[config.mk]
export PLATFORM = sky130hd
export DESIGN_NAME = touch_irq_ctrl
export DESIGN_NICKNAME = d
export VERILOG_FILES = /design/src/hw/touch_irq_pkg.sv /design/src/hw/pin_trigger.sv /design/src/hw/touch_irq_ctrl.sv
export SDC_FILE = /design/constraint.sdc
export NUM_CORES = 1
export LEC_CHECK = 0
export BUFFER_PORTS_ARGS = -buffer_cell sky130_fd_sc_hd__clkbuf_2
export CORE_ASPECT_RATIO = 1.25
export CORE_MARGIN = 4
export CORE_UTILIZATION = 32
export CTS_BUF_LIST = sky130_fd_sc_hd__clkbuf_2
export DETAILED_ROUTE_END_ITERATION = 8
export HOLD_SLACK_MARGIN = 0.02
export SLEW_MARGIN = 0
export SYNTH_ARGS = -nofsm -noshare
export SYNTH_HDL_FRONTEND = slang
export SYNTH_HIERARCHICAL = 1
export SYNTH_SLANG_ARGS = --single-unit
[constraint.sdc]
create_clock -name aclk -period 3 [get_ports aclk]
set_clock_uncertainty 0.1 [all_clocks]
set_input_delay 0.75 -clock aclk [delete_from_list [all_inputs] [get_ports aclk]]
set_output_delay 0.75 -clock aclk [all_outputs]
set_load 0.1 [all_outputs]
[src/hw/touch_irq_pkg.sv]
package touch_irq_pkg;
    // ****************************************
    // Register map (printed offsets are indices)
    // ****************************************
    localparam int unsigned REG_INDEX_PIN_CONFIG = 32'h0000_0009;
    localparam int unsigned REG_INDEX_IRQ_STATUS = 32'h0000_0043;
    localparam int unsigned REG_INDEX_IRQ_ENABLE = 32'h0000_0050;
    localparam int unsigned REG_INDEX_IRQ_CLEAR  = 32'h0000_0051;
    localparam logic [11:0] ADDR_PIN_CONFIG = 12'(REG_INDEX_PIN_CONFIG * 4);
    localparam logic [11:0] ADDR_IRQ_STATUS = 12'(REG_INDEX_IRQ_STATUS * 4);
    localparam logic [11:0] ADDR_IRQ_ENABLE = 12'(REG_INDEX_IRQ_ENABLE * 4);
    localparam logic [11:0] ADDR_IRQ_CLEAR  = 12'(REG_INDEX_IRQ_CLEAR * 4);
    localparam int unsigned ADDR_WIDTH      = 12;
    localparam int unsigned REG_WIDTH       = 16;

    // ****************************************
    // Fields
    // ****************************************
    localparam int unsigned PIN_MODE_LSB    = 0;
    localparam int unsigned PIN_MODE_MSB    = 1;
    localparam int unsigned TRIG_LSB        = 2;
    localparam int unsigned TRIG_MSB        = 4;
    localparam int unsigned PIN_STATUS_BIT  = 15;
    localparam logic [1:0]  PIN_MODE_INPUT  = 2'h1;
    localparam logic [15:0] PIN_CONFIG_RESET = 16'h0000;
    localparam logic [15:0] ENABLE_RESET    = 16'hFFFF;

    localparam logic [1:0]  RESP_OKAY       = 2'h0;
    localparam logic [1:0]  RESP_SLVERR     = 2'h2;

    typedef enum logic [2:0] {
        TRIG_NONE    = 3'b000,
        TRIG_LOW     = 3'b001,
        TRIG_HIGH    = 3'b010,
        TRIG_RSVD3   = 3'b011,
        TRIG_RSVD4   = 3'b100,
        TRIG_FALL    = 3'b101,
        TRIG_RISE    = 3'b110,
        TRIG_BOTH    = 3'b111
    } trig_type;
endpackage : touch_irq_pkg

[src/hw/pin_trigger.sv]
`timescale 1ns/1ns
module pin_trigger (
    // Clock and reset
    input  wire logic       aclk,
    input  wire logic       aresetn,
    // Pin and setup
    input  wire logic       pin_in,
    input  wire logic       pin_is_input,
    input  wire logic [2:0] trig_sel,
    // Result
    output logic            trig_hit,
    output logic            cond_active
);
    import touch_irq_pkg::*;

    logic sync_a;
    logic sync_b;
    logic prev;

    always_ff @(posedge aclk) begin
        if (!aresetn) begin
            sync_a <= 1'b0;
            sync_b <= 1'b0;
            prev   <= 1'b0;
        end else begin
            sync_a <= pin_in;
            sync_b <= sync_a;
            prev   <= sync_b;
        end
    end

    always_comb begin
        trig_hit    = 1'b0;
        cond_active = 1'b0;
        if (pin_is_input) begin
            unique case (trig_type'(trig_sel))
                TRIG_LOW:  cond_active = !sync_b;
                TRIG_HIGH: cond_active = sync_b;
                TRIG_FALL: trig_hit = prev && !sync_b;
                TRIG_RISE: trig_hit = !prev && sync_b;
                TRIG_BOTH: trig_hit = prev ^ sync_b;
                TRIG_NONE, TRIG_RSVD3, TRIG_RSVD4: trig_hit = 1'b0;
            endcase
            trig_hit = trig_hit | cond_active;
        end
    end

    a_level_low_hit: assert property (@(posedge aclk) disable iff (!aresetn)
        (pin_is_input && trig_sel == TRIG_LOW && !sync_b) |-> trig_hit)
        else $error("low level did not trigger");
    a_rise_edge_hit: assert property (@(posedge aclk) disable iff (!aresetn)
        (pin_is_input && trig_sel == TRIG_RISE && $rose(sync_b)) |-> trig_hit)
        else $error("rising edge missed");
    a_unused_quiet: assert property (@(posedge aclk) disable iff (!aresetn)
        (trig_sel == TRIG_NONE || trig_sel == TRIG_RSVD3 || trig_sel == TRIG_RSVD4)
        |-> !trig_hit)
        else $error("unused trigger fired");
endmodule : pin_trigger

[src/hw/touch_irq_ctrl.sv]
// Chosen here: the AXI4-Lite interface to the registers.
`timescale 1ns/1ns
// How it works
// - touch and untouch each raise event
// - read releases output, untouch reasserts
// - shield copies active sensor excitation
// - pin mode 01 makes pin interrupt source
// - trigger field selects; 000/011/100 none
// - 001 low level, 010 high level
// - 101 fall, 110 rise, 111 both
// - pin trigger sets status bit 15
// - read clears pin bit if condition gone
// - output active low, strap inverts polarity
// - status bit one on touch, zero untouch
module touch_irq_ctrl
    import touch_irq_pkg::*;
#(
    parameter int unsigned CHANNELS = 8
) (
    // Clock and reset
    input  wire logic                  aclk,
    input  wire logic                  aresetn,
    // AXI4-Lite write
    input  wire logic [ADDR_WIDTH-1:0] awaddr,
    input  wire logic                  awvalid,
    output logic                       awready,
    input  wire logic [31:0]           wdata,
    input  wire logic [3:0]            wstrb,
    input  wire logic                  wvalid,
    output logic                       wready,
    output logic [1:0]                 bresp,
    output logic                       bvalid,
    input  wire logic                  bready,
    // AXI4-Lite read
    input  wire logic [ADDR_WIDTH-1:0] araddr,
    input  wire logic                  arvalid,
    output logic                       arready,
    output logic [31:0]                rdata,
    output logic [1:0]                 rresp,
    output logic                       rvalid,
    input  wire logic                  rready,
    // Sensor side
    input  wire logic [CHANNELS-1:0]   touch_state,
    input  wire logic [CHANNELS-1:0]   excite_wave,
    input  wire logic [2:0]            active_sensor,
    input  wire logic                  shield_follow,
    // Pins
    input  wire logic                  gp_pin_in,
    input  wire logic                  polarity_strap,
    output logic                       host_interrupt_out,
    output logic                       shield_out
);
    import touch_irq_pkg::*;

    // ****************************************
    // State
    // ****************************************
    logic [REG_WIDTH-1:0] pin_config;
    logic [REG_WIDTH-1:0] irq_enable;
    logic [CHANNELS-1:0]  touch_status;
    logic [CHANNELS-1:0]  touch_prev;
    logic [CHANNELS-1:0]  touch_event;
    logic                 pin_status;
    logic                 pin_hit;
    logic                 pin_cond;
    logic                 active_high;
    logic                 strap_taken;
    logic                 aw_held;
    logic                 w_held;
    logic [ADDR_WIDTH-1:0] aw_addr;
    logic [31:0]          w_data;
    logic [3:0]           w_strb;
    logic                 status_read;
    logic                 clear_write;
    logic [REG_WIDTH-1:0] clear_mask;
    logic                 irq_any;
    logic                 next_irq_level;
    logic [REG_WIDTH-1:0] status_word;

    function automatic logic [REG_WIDTH-1:0] read_reg(input logic [ADDR_WIDTH-1:0] a,
            input logic [REG_WIDTH-1:0] cfg, input logic [REG_WIDTH-1:0] st,
            input logic [REG_WIDTH-1:0] en);
        unique case (a)
            ADDR_PIN_CONFIG: read_reg = cfg;
            ADDR_IRQ_STATUS: read_reg = st;
            ADDR_IRQ_ENABLE: read_reg = en;
            default:         read_reg = '0;
        endcase
    endfunction : read_reg

    function automatic logic is_mapped(input logic [ADDR_WIDTH-1:0] a);
        is_mapped = (a == ADDR_PIN_CONFIG) || (a == ADDR_IRQ_STATUS)
                 || (a == ADDR_IRQ_ENABLE) || (a == ADDR_IRQ_CLEAR);
    endfunction : is_mapped

    // ****************************************
    // Pin trigger
    // ****************************************
    // pin only counts in input mode
    pin_trigger u_trig (
        .aclk         (aclk),
        .aresetn      (aresetn),
        .pin_in       (gp_pin_in),
        .pin_is_input (pin_config[PIN_MODE_MSB:PIN_MODE_LSB] == PIN_MODE_INPUT),
        .trig_sel     (pin_config[TRIG_MSB:TRIG_LSB]),
        .trig_hit     (pin_hit),
        .cond_active  (pin_cond)
    );

    // ****************************************
    // AXI4-Lite slave
    // ****************************************
    assign status_read = arvalid && arready && (araddr == ADDR_IRQ_STATUS);
    assign clear_write = aw_held && w_held && !bvalid && (aw_addr == ADDR_IRQ_CLEAR);
    assign clear_mask  = clear_write ? w_data[REG_WIDTH-1:0] : '0;

    always_ff @(posedge aclk) begin
        if (!aresetn) begin
            aw_held <= 1'b0;
            w_held  <= 1'b0;
            aw_addr <= '0;
            w_data  <= '0;
            w_strb  <= '0;
            awready <= 1'b1;
            wready  <= 1'b1;
            bvalid  <= 1'b0;
            bresp   <= RESP_OKAY;
        end else begin
            if (awvalid && awready) begin
                aw_held <= 1'b1;
                aw_addr <= awaddr;
                awready <= 1'b0;
            end
            if (wvalid && wready) begin
                w_held <= 1'b1;
                w_data <= wdata;
                w_strb <= wstrb;
                wready <= 1'b0;
            end
            if (aw_held && w_held && !bvalid) begin
                bvalid <= 1'b1;
                bresp  <= is_mapped(aw_addr) ? RESP_OKAY : RESP_SLVERR;
            end
            if (bvalid && bready) begin
                bvalid  <= 1'b0;
                aw_held <= 1'b0;
                w_held  <= 1'b0;
                awready <= 1'b1;
                wready  <= 1'b1;
            end
        end
    end

    always_ff @(posedge aclk) begin
        if (!aresetn) begin
            pin_config <= PIN_CONFIG_RESET;
            irq_enable <= ENABLE_RESET;
        end else if (aw_held && w_held && !bvalid) begin
            if (aw_addr == ADDR_PIN_CONFIG) begin
                if (w_strb[0]) pin_config[7:0]  <= w_data[7:0];
                if (w_strb[1]) pin_config[15:8] <= w_data[15:8];
            end
            if (aw_addr == ADDR_IRQ_ENABLE) begin
                if (w_strb[0]) irq_enable[7:0]  <= w_data[7:0];
                if (w_strb[1]) irq_enable[15:8] <= w_data[15:8];
            end
        end
    end

    always_ff @(posedge aclk) begin
        if (!aresetn) begin
            arready <= 1'b1;
            rvalid  <= 1'b0;
            rdata   <= '0;
            rresp   <= RESP_OKAY;
        end else if (arvalid && arready) begin
            arready <= 1'b0;
            rvalid  <= 1'b1;
            rdata   <= {16'h0000, read_reg(araddr, pin_config, status_word, irq_enable)};
            rresp   <= (is_mapped(araddr) && araddr != ADDR_IRQ_CLEAR)
                       ? RESP_OKAY : RESP_SLVERR;
        end else if (rvalid && rready) begin
            rvalid  <= 1'b0;
            arready <= 1'b1;
        end
    end

    // ****************************************
    // Status and interrupt
    // ****************************************
    always_comb begin
        status_word = '0;
        status_word[CHANNELS-1:0] = touch_status;
        status_word[PIN_STATUS_BIT] = pin_status;
    end

    assign touch_event = touch_state ^ touch_prev;

    always_ff @(posedge aclk) begin
        if (!aresetn) begin
            touch_prev   <= '0;
            touch_status <= '0;
        end else begin
            touch_prev   <= touch_state;
            touch_status <= touch_state;
        end
    end

    // pin hit sets bit 15; set beats clear
    always_ff @(posedge aclk) begin
        if (!aresetn) begin
            pin_status <= 1'b0;
        end else if (pin_hit) begin
            pin_status <= 1'b1;
        end else if ((status_read || clear_mask[PIN_STATUS_BIT]) && !pin_cond) begin
            pin_status <= 1'b0;
        end
    end

    // each touch and untouch is an event
    always_ff @(posedge aclk) begin
        if (!aresetn) begin
            irq_any <= 1'b0;
        end else if (|(touch_event & irq_enable[CHANNELS-1:0])
                     || (pin_hit && irq_enable[PIN_STATUS_BIT])) begin
            irq_any <= 1'b1;
        end else if (status_read || clear_write) begin
            irq_any <= 1'b0;
        end
    end

    always_ff @(posedge aclk) begin
        if (!aresetn) begin
            strap_taken <= 1'b0;
            active_high <= 1'b0;
        end else if (!strap_taken) begin
            strap_taken <= 1'b1;
            active_high <= polarity_strap;
        end
    end

    assign next_irq_level = irq_any || (pin_status && irq_enable[PIN_STATUS_BIT]);

    always_ff @(posedge aclk) begin
        if (!aresetn) begin
            host_interrupt_out <= 1'b1;
        end else begin
            host_interrupt_out <= next_irq_level ~^ active_high;
        end
    end

    always_ff @(posedge aclk) begin
        if (!aresetn) begin
            shield_out <= 1'b0;
        end else begin
            shield_out <= shield_follow ? excite_wave[active_sensor] : 1'b0;
        end
    end

    // ****************************************
    // Checks
    // ****************************************
    a_touch_raises_irq: assert property (@(posedge aclk) disable iff (!aresetn)
        (|(touch_event & irq_enable[CHANNELS-1:0])) |=> irq_any)
        else $error("touch event lost");
    a_read_releases: assert property (@(posedge aclk) disable iff (!aresetn)
        (status_read && touch_event == '0 && !pin_hit && !pin_status) |=> ##1
        (host_interrupt_out == !active_high))
        else $error("read did not release interrupt");
    a_pin_sets_bit: assert property (@(posedge aclk) disable iff (!aresetn)
        pin_hit |=> pin_status)
        else $error("pin status not set");
    a_pin_hold_cond: assert property (@(posedge aclk) disable iff (!aresetn)
        (pin_status && pin_cond) |=> pin_status)
        else $error("pin status cleared while condition present");
    a_status_tracks: assert property (@(posedge aclk) disable iff (!aresetn)
        1'b1 |=> touch_status == $past(touch_state))
        else $error("touch status wrong");
    a_shield_follow: assert property (@(posedge aclk) disable iff (!aresetn)
        shield_follow |=> shield_out == $past(excite_wave[active_sensor]))
        else $error("shield not following");
    a_out_polarity: assert property (@(posedge aclk) disable iff (!aresetn)
        strap_taken |=> host_interrupt_out == ($past(next_irq_level) ~^ $past(active_high)))
        else $error("interrupt polarity wrong");
    a_mode_gates_pin: assert property (@(posedge aclk) disable iff (!aresetn)
        (pin_config[PIN_MODE_MSB:PIN_MODE_LSB] != PIN_MODE_INPUT) |-> !pin_hit)
        else $error("pin triggered outside input mode");

    c_touch: cover property (@(posedge aclk) disable iff (!aresetn) $rose(irq_any));
    c_read_clear: cover property (@(posedge aclk) disable iff (!aresetn)
        irq_any ##1 status_read ##2 !irq_any);
    c_pin: cover property (@(posedge aclk) disable iff (!aresetn) $rose(pin_status));
endmodule : touch_irq_ctrl

==> results.py, run 1 <==
metrics = {
    "run_status": {
        "status": "completed",
    },
    "clock_tree": {
        "hold_buffers": 0,
        "cts_tree": "yes",
        "htree_levels": 3,
        "clock_sinks": 104,
        "cts.reportedPaths.clkPinSlew_ns": 0.30,
        "cts_resized": 0,
        "post_cts_buffers": 0,
        "cts_root_buffer": "clkbuf_2",
        "worstSkewPairLatency_ns": 0.57,
        "clockBufferDepth": 2,
        "cts_made_buffers": 9,
    },
    "worst_setup_path": {
        "critPathTopFamily": "buffers and inverters",
        "crit_required_ns": 2.15,
        "cp-start-kind": "flop",
        "cpPeakStageDelay_ns": 0.49,
        "path_buf_inv": 1,
        "crit_chain": "clkbuf_2",
        "crit_path_end_kind": "output port",
        "slowest_stage": "clkbuf_2",
        "path_max_fanout": 5,
        "crit_arrival_ns": 1.52,
        "critPathKind": "flop to output port",
    },
    "finish": {
        "instances_no_fill": 796,
        "fillCellCount": 1454,
        "final_nets": 706,
        "final_area_sq_mm": 0.00520,
        "area_delta_synth_final_pct": 14.0,
        "final_core_util_pct": 37.5,
        "layout_common_cells": "nand2_1, dfxtp_1, clkbuf_2, a21oi_1, nand3_1",
        "layout_commonest_cell": "nand2_1",
        "layout-drive-gt1-share_pct": 21.3,
    },
    "timing": {
        "min_period_over_period_pct": 79.1,
        "min_period_ns": 2.37,
        "tightest_slew_ns": 0.616,
        "hold_viol": 0,
        "maxSlewViolCount": 0,
        "timing.setup.tns_ns": 0,
        "fmax_mhz": 421,
        "relSlewSlack_pct": 58.3,
        "whs_ns": 0.229,
        "setup_viol_count_final": 0,
        "setup_slack_ns": 0.626,
        "grt_setup_unrepaired": "no",
    },
    "place": {
        "placed_area_sq_mm": 0.00510,
        "dp_hpwl_microns": 8760,
        "post-place-ws_ns": 0.399,
        "gp_congestion": 0.793,
        "port_buffers": 95,
        "dp.cells": 779,
    },
    "grt": {
        "grt_pass1_vias": 3888,
        "grt_start_max_net_pins": 48,
        "grt_usage_pct": 14.6,
        "grt_overflow_total": 0,
        "antenna_found_initial": 1,
        "grt_pass1_wl_microns": 19300,
    },
    "floorplanning": {
        "dieArea_sq_mm": 0.0162,
        "die_x_microns": 115,
        "io_pins": 132,
        "rows": 48,
        "fp.dieH_microns": 141,
        "start_util_pct": 32.9,
        "core-area_sq_mm": 0.0139,
    },
    "logic_synthesis": {
        "ys_seq_elements": 104,
        "synth_cells": 539,
        "yosysUniqueCellTypes": 56,
        "yosysSeqAreaShare_pct": 45.7,
        "synth_warnings": 6,
        "async_reset_ff_share_pct": 0,
        "ys.flop_type": "dfxtp_1",
        "synth_edf_count": 0,
        "syn_avg_cell_area_sq_um": 8.46,
        "netlist_area_sq_mm": 0.00456,
    },
    "pwr": {
        "p_seq_share_pct": 59.6,
        "p_int_mw": 1.65,
        "p_per_area_mw_per_mm2": 475,
        "ir_drop_mv": 0.269,
        "clkPwrFrac_pct": 24.8,
        "combinationalPowerShare_pct": 15.6,
        "power_mw": 2.47,
        "sw_frac_of_total_pct": 33.3,
        "leakagePower_nw": 1.95,
        "switchingPower_uw": 823,
    },
    "routing": {
        "wire_per_inst_microns": 14.8,
        "drtAntennaViolNets": 0,
        "viasPerCell": 5.04,
        "dr.pass1.iters": 7,
        "drc_errors": 0,
        "wirelength_microns": 11800,
        "num_vias": 4014,
        "drtIter0Drc": 228,
    },
    "job": {
        "drv_cap": 0,
    },
    "hold_path": {
        "hold_class": "input pin to flop",
    },
}
-- power groups by stage --
stage          Clock (mW)  Combinational [mW]  Sequential (mW)
2_1_floorplan           0               0.257             1.54
3_3_place_gp            0               0.381             1.50
3_5_place_dp            0               0.386             1.50
4_1_cts             0.639               0.387             1.47
5_1_grt             0.688               0.416             1.48
6_report            0.613               0.385             1.47
-- synth_stat cells (9+ instances only) --
library cell	number	area share, %
o21ai_0	23	2.5
and2_1	15	2.1
inv_1	10	0.82
dfxtp_1	104	46
nand3_1	26	2.9
o31ai_1	16	2.6
nand2_1	107	8.8
clkbuf_1	23	1.9
o21ai_1	9	0.99
buf_4	18	3.0
nand4_1	17	2.3
or3_1	17	2.3
a21oi_1	52	5.7
-- worst reg2reg max path, delay by kind of cell, from the launching register on --
kind | cells | cell delay (ns)
simple gates | 3 | 1.37
compound gates | 1 | 0.17
flops | 1 | 0.41
-- flip-flops by register name (all words and copies together) (netlist names), 2 cells and up --
register,flops
w_data,16
pin_config,16
irq_enable,16
rdata,16
w_strb,2
aw_addr,12
touch_prev,8
-- layer usage --
layer	wire (microns)	track usage [%]	up-vias
met5	0	0	-
met4	195	5.38	0
met3	748	2.77	14
met2	5420	23.0	130
met1	5430	19.8	1825
li1	-	-	2045
-- cells by family after synthesis --
logic type,Yosys count,synth area share [%]
multiplexers,4,1.43
other,1,0.0822
flip-flops,104,45.7
adder cells (fa/ha/maj),2,0.549
AND/OR/NAND/NOR,223,25.1
AO/OA/AOI/OAI,132,18.1
XOR/XNOR,9,1.73
buffers and inverters,64,7.35
-- layout make-up --
| class | count | area (sq um) | area share [%] |
|---|---|---|---|
| multi-input combinational | 388 | 2210 | 42.5 |
| clock buffer | 9 | 45.0 | 0.867 |
| sequential | 104 | 2080 | 40.1 |
| inverter | 10 | 37.5 | 0.722 |
| timing repair buffer | 102 | 553 | 10.6 |
| antenna | 1 | 2.50 | 0.0481 |
| clock inverter | 7 | 51.3 | 0.987 |
| tap | 175 | 219 | 4.21 |
-- worst paths after layout --
path                               startpoint             to  slack (ns)  cells past startpoint
worst max-delay path                  arready        arready        0.63                      1
worst min-delay path            shield_follow     shield_out        0.23                      3
worst max register to register     aw_addr[8]  pin_config[1]        0.89                      4
worst min register to register       rdata[0]       rdata[0]        0.36                      2
(Power assumes the default switching activity.)
==> run 2: changes to the inputs <==
==> constraint.sdc (replaced) <==
create_clock -name aclk -period 2.35 [get_ports aclk]
set_clock_uncertainty 0.1 [all_clocks]
set_input_delay 0.5875 -clock aclk [delete_from_list [all_inputs] [get_ports aclk]]
set_output_delay 0.5875 -clock aclk [all_outputs]
set_load 0.1 [all_outputs]
==> results.py, run 2 (synthesized netlist as in run 1, its figures left out) <==
metrics = {
    "run_status": {
        "status": "completed",
    },
    "pwr": {
        "switchingPower_mw": 1.04,
        "power_mw": 3.38,
        "p_int_mw": 2.34,
        "sw_frac_of_total_pct": 30.7,
        "clkPwrFrac_pct": 28.4,
        "leakagePower_nw": 2.13,
        "p_seq_share_pct": 55.5,
        "ir_drop_mv": 0.333,
        "combinationalPowerShare_pct": 16.0,
        "p_per_area_mw_per_mm2": 605,
    },
    "timing": {
        "maxSlewViolCount": 0,
        "fmax_mhz": 449,
        "tightest_slew_ns": 0.652,
        "setup_viol_count_final": 0,
        "hold_viol": 0,
        "grt_setup_unrepaired": "no",
        "min_period_over_period_pct": 94.8,
        "min_period_ns": 2.23,
        "relSlewSlack_pct": 56.5,
    },
    "grt": {
        "grt_pass1_vias": 4032,
        "grt_pass1_wl_microns": 20100,
        "antenna_found_initial": 1,
        "grt_usage_pct": 15.3,
        "grt_start_max_net_pins": 48,
        "grt_overflow_total": 0,
    },
    "clock_tree": {
        "cts_root_buffer": "clkbuf_2",
        "htree_levels": 3,
        "worstSkewPairLatency_ns": 0.60,
        "clock_sinks": 104,
        "clockBufferDepth": 2,
        "cts_tree": "yes",
        "cts.reportedPaths.clkPinSlew_ns": 0.28,
        "cts_resized": 0,
        "cts_made_buffers": 9,
    },
    "worst_setup_path": {
        "crit_arrival_ns": 1.54,
        "cp-start-kind": "flop",
        "critPathTopFamily": "buffers and inverters",
        "crit_chain": "clkbuf_2",
        "critPathKind": "flop to output port",
        "path_buf_inv": 1,
        "path_max_fanout": 5,
        "slowest_stage": "clkbuf_2",
        "crit_path_end_kind": "output port",
        "cpPeakStageDelay_ns": 0.48,
        "crit_required_ns": 1.66,
    },
    "finish": {
        "layout_common_cells": "nand2_1, dfxtp_1, clkbuf_2, a21oi_1",
        "area_delta_synth_final_pct": 22.4,
        "layout-drive-gt1-share_pct": 21.6,
        "final_nets": 743,
        "layout_commonest_cell": "nand2_1",
        "final_core_util_pct": 40.2,
    },
    "floorplanning": {
        "io_pins": 132,
        "fp.dieH_microns": 141,
        "die_x_microns": 115,
        "dieArea_sq_mm": 0.0162,
        "rows": 48,
        "core-area_sq_mm": 0.0139,
        "start_util_pct": 32.9,
    },
    "place": {
        "port_buffers": 95,
        "gp_congestion": 0.820,
        "dp_hpwl_microns": 8880,
    },
    "hold_path": {
        "hold_class": "input pin to flop",
    },
    "routing": {
        "wirelength_microns": 12100,
        "dr.pass1.iters": 5,
        "drc_errors": 0,
        "wire_per_inst_microns": 14.5,
        "drtAntennaViolNets": 0,
        "num_vias": 4158,
        "drtIter0Drc": 305,
        "viasPerCell": 4.99,
    },
    "job": {
        "drv_cap": 0,
    },
}
[run 2: cell types whose count changed in the layout (fill, tap and decap cells not counted)]
cell / before / now
clkinv_2: 2 / 0
dlygate4sd3_1: 0 / 26
inv_8: 1 / 0
inv_6: 3 / 1
bufinv_16: 0 / 2
clkinv_4: 0 / 2
buf_4: 5 / 16
clkinv_1: 1 / 2
[run 2: through the flow]
stage	instances	setup TNS [ns]	worst slack, ns	hold slack [ns]	area (sq um)
6_report	833	0	0.121	0.0845	5580
5_1_grt	833	0	0.000697	0.0268	5580
4_1_cts	832	0	0.0558	0.0249	5580
3_5_place_dp	790	-0.0785	-0.0473	0.326	5180
3_3_place_gp	790	-0.00684	-0.00684	0.323	5180
2_1_floorplan	556	0	0.112	0.312	4620
[run 2: power groups by stage]
stage | Combinational [mW] | Clock, mW | Sequential (mW)
after floorplan | 0.328 | 0 | 1.97
after global routing | 0.586 | 1.07 | 1.89
after global placement | 0.501 | 0 | 1.90
after CTS | 0.544 | 0.993 | 1.88
final | 0.542 | 0.960 | 1.87
after detailed placement | 0.509 | 0 | 1.91
[run 2: final timing paths]
kind | from | endpoint | slack [ns] | depth (start not counted)
setup reg to reg | aw_held | pin_config[0] | 0.18 | 4
hold reg to reg | rdata[5] | rdata[5] | 0.37 | 2
setup / recovery | bvalid | bvalid | 0.12 | 1
hold / removal | wstrb[1] | w_strb[1] | 0.08 | 3
[run 2: cell type report]
type | instances | area (sq um)
well taps | 175 | 219
flip-flops and latches | 104 | 2080
clock buffers | 9 | 45.0
repair buffers | 139 | 896
fillers | 1422 | 8290
clock inverters | 7 | 93.8
multi-input cells | 388 | 2210
diodes | 1 | 2.50
inverters | 10 | 37.5
[run 2: timing repair]
action                    CTS  global route
hold buffers               26             0
setup buffers               0             0
hold endpoints to repair   26             0
[run 2: routing by layer]
layer	GRT usage [%]	vias up	wire length, microns
met1	20.3	1896	5470
met4	6.74	0	260
met3	2.60	16	761
li1	-	2114	-
met2	24.4	132	5590
met5	0	-	0
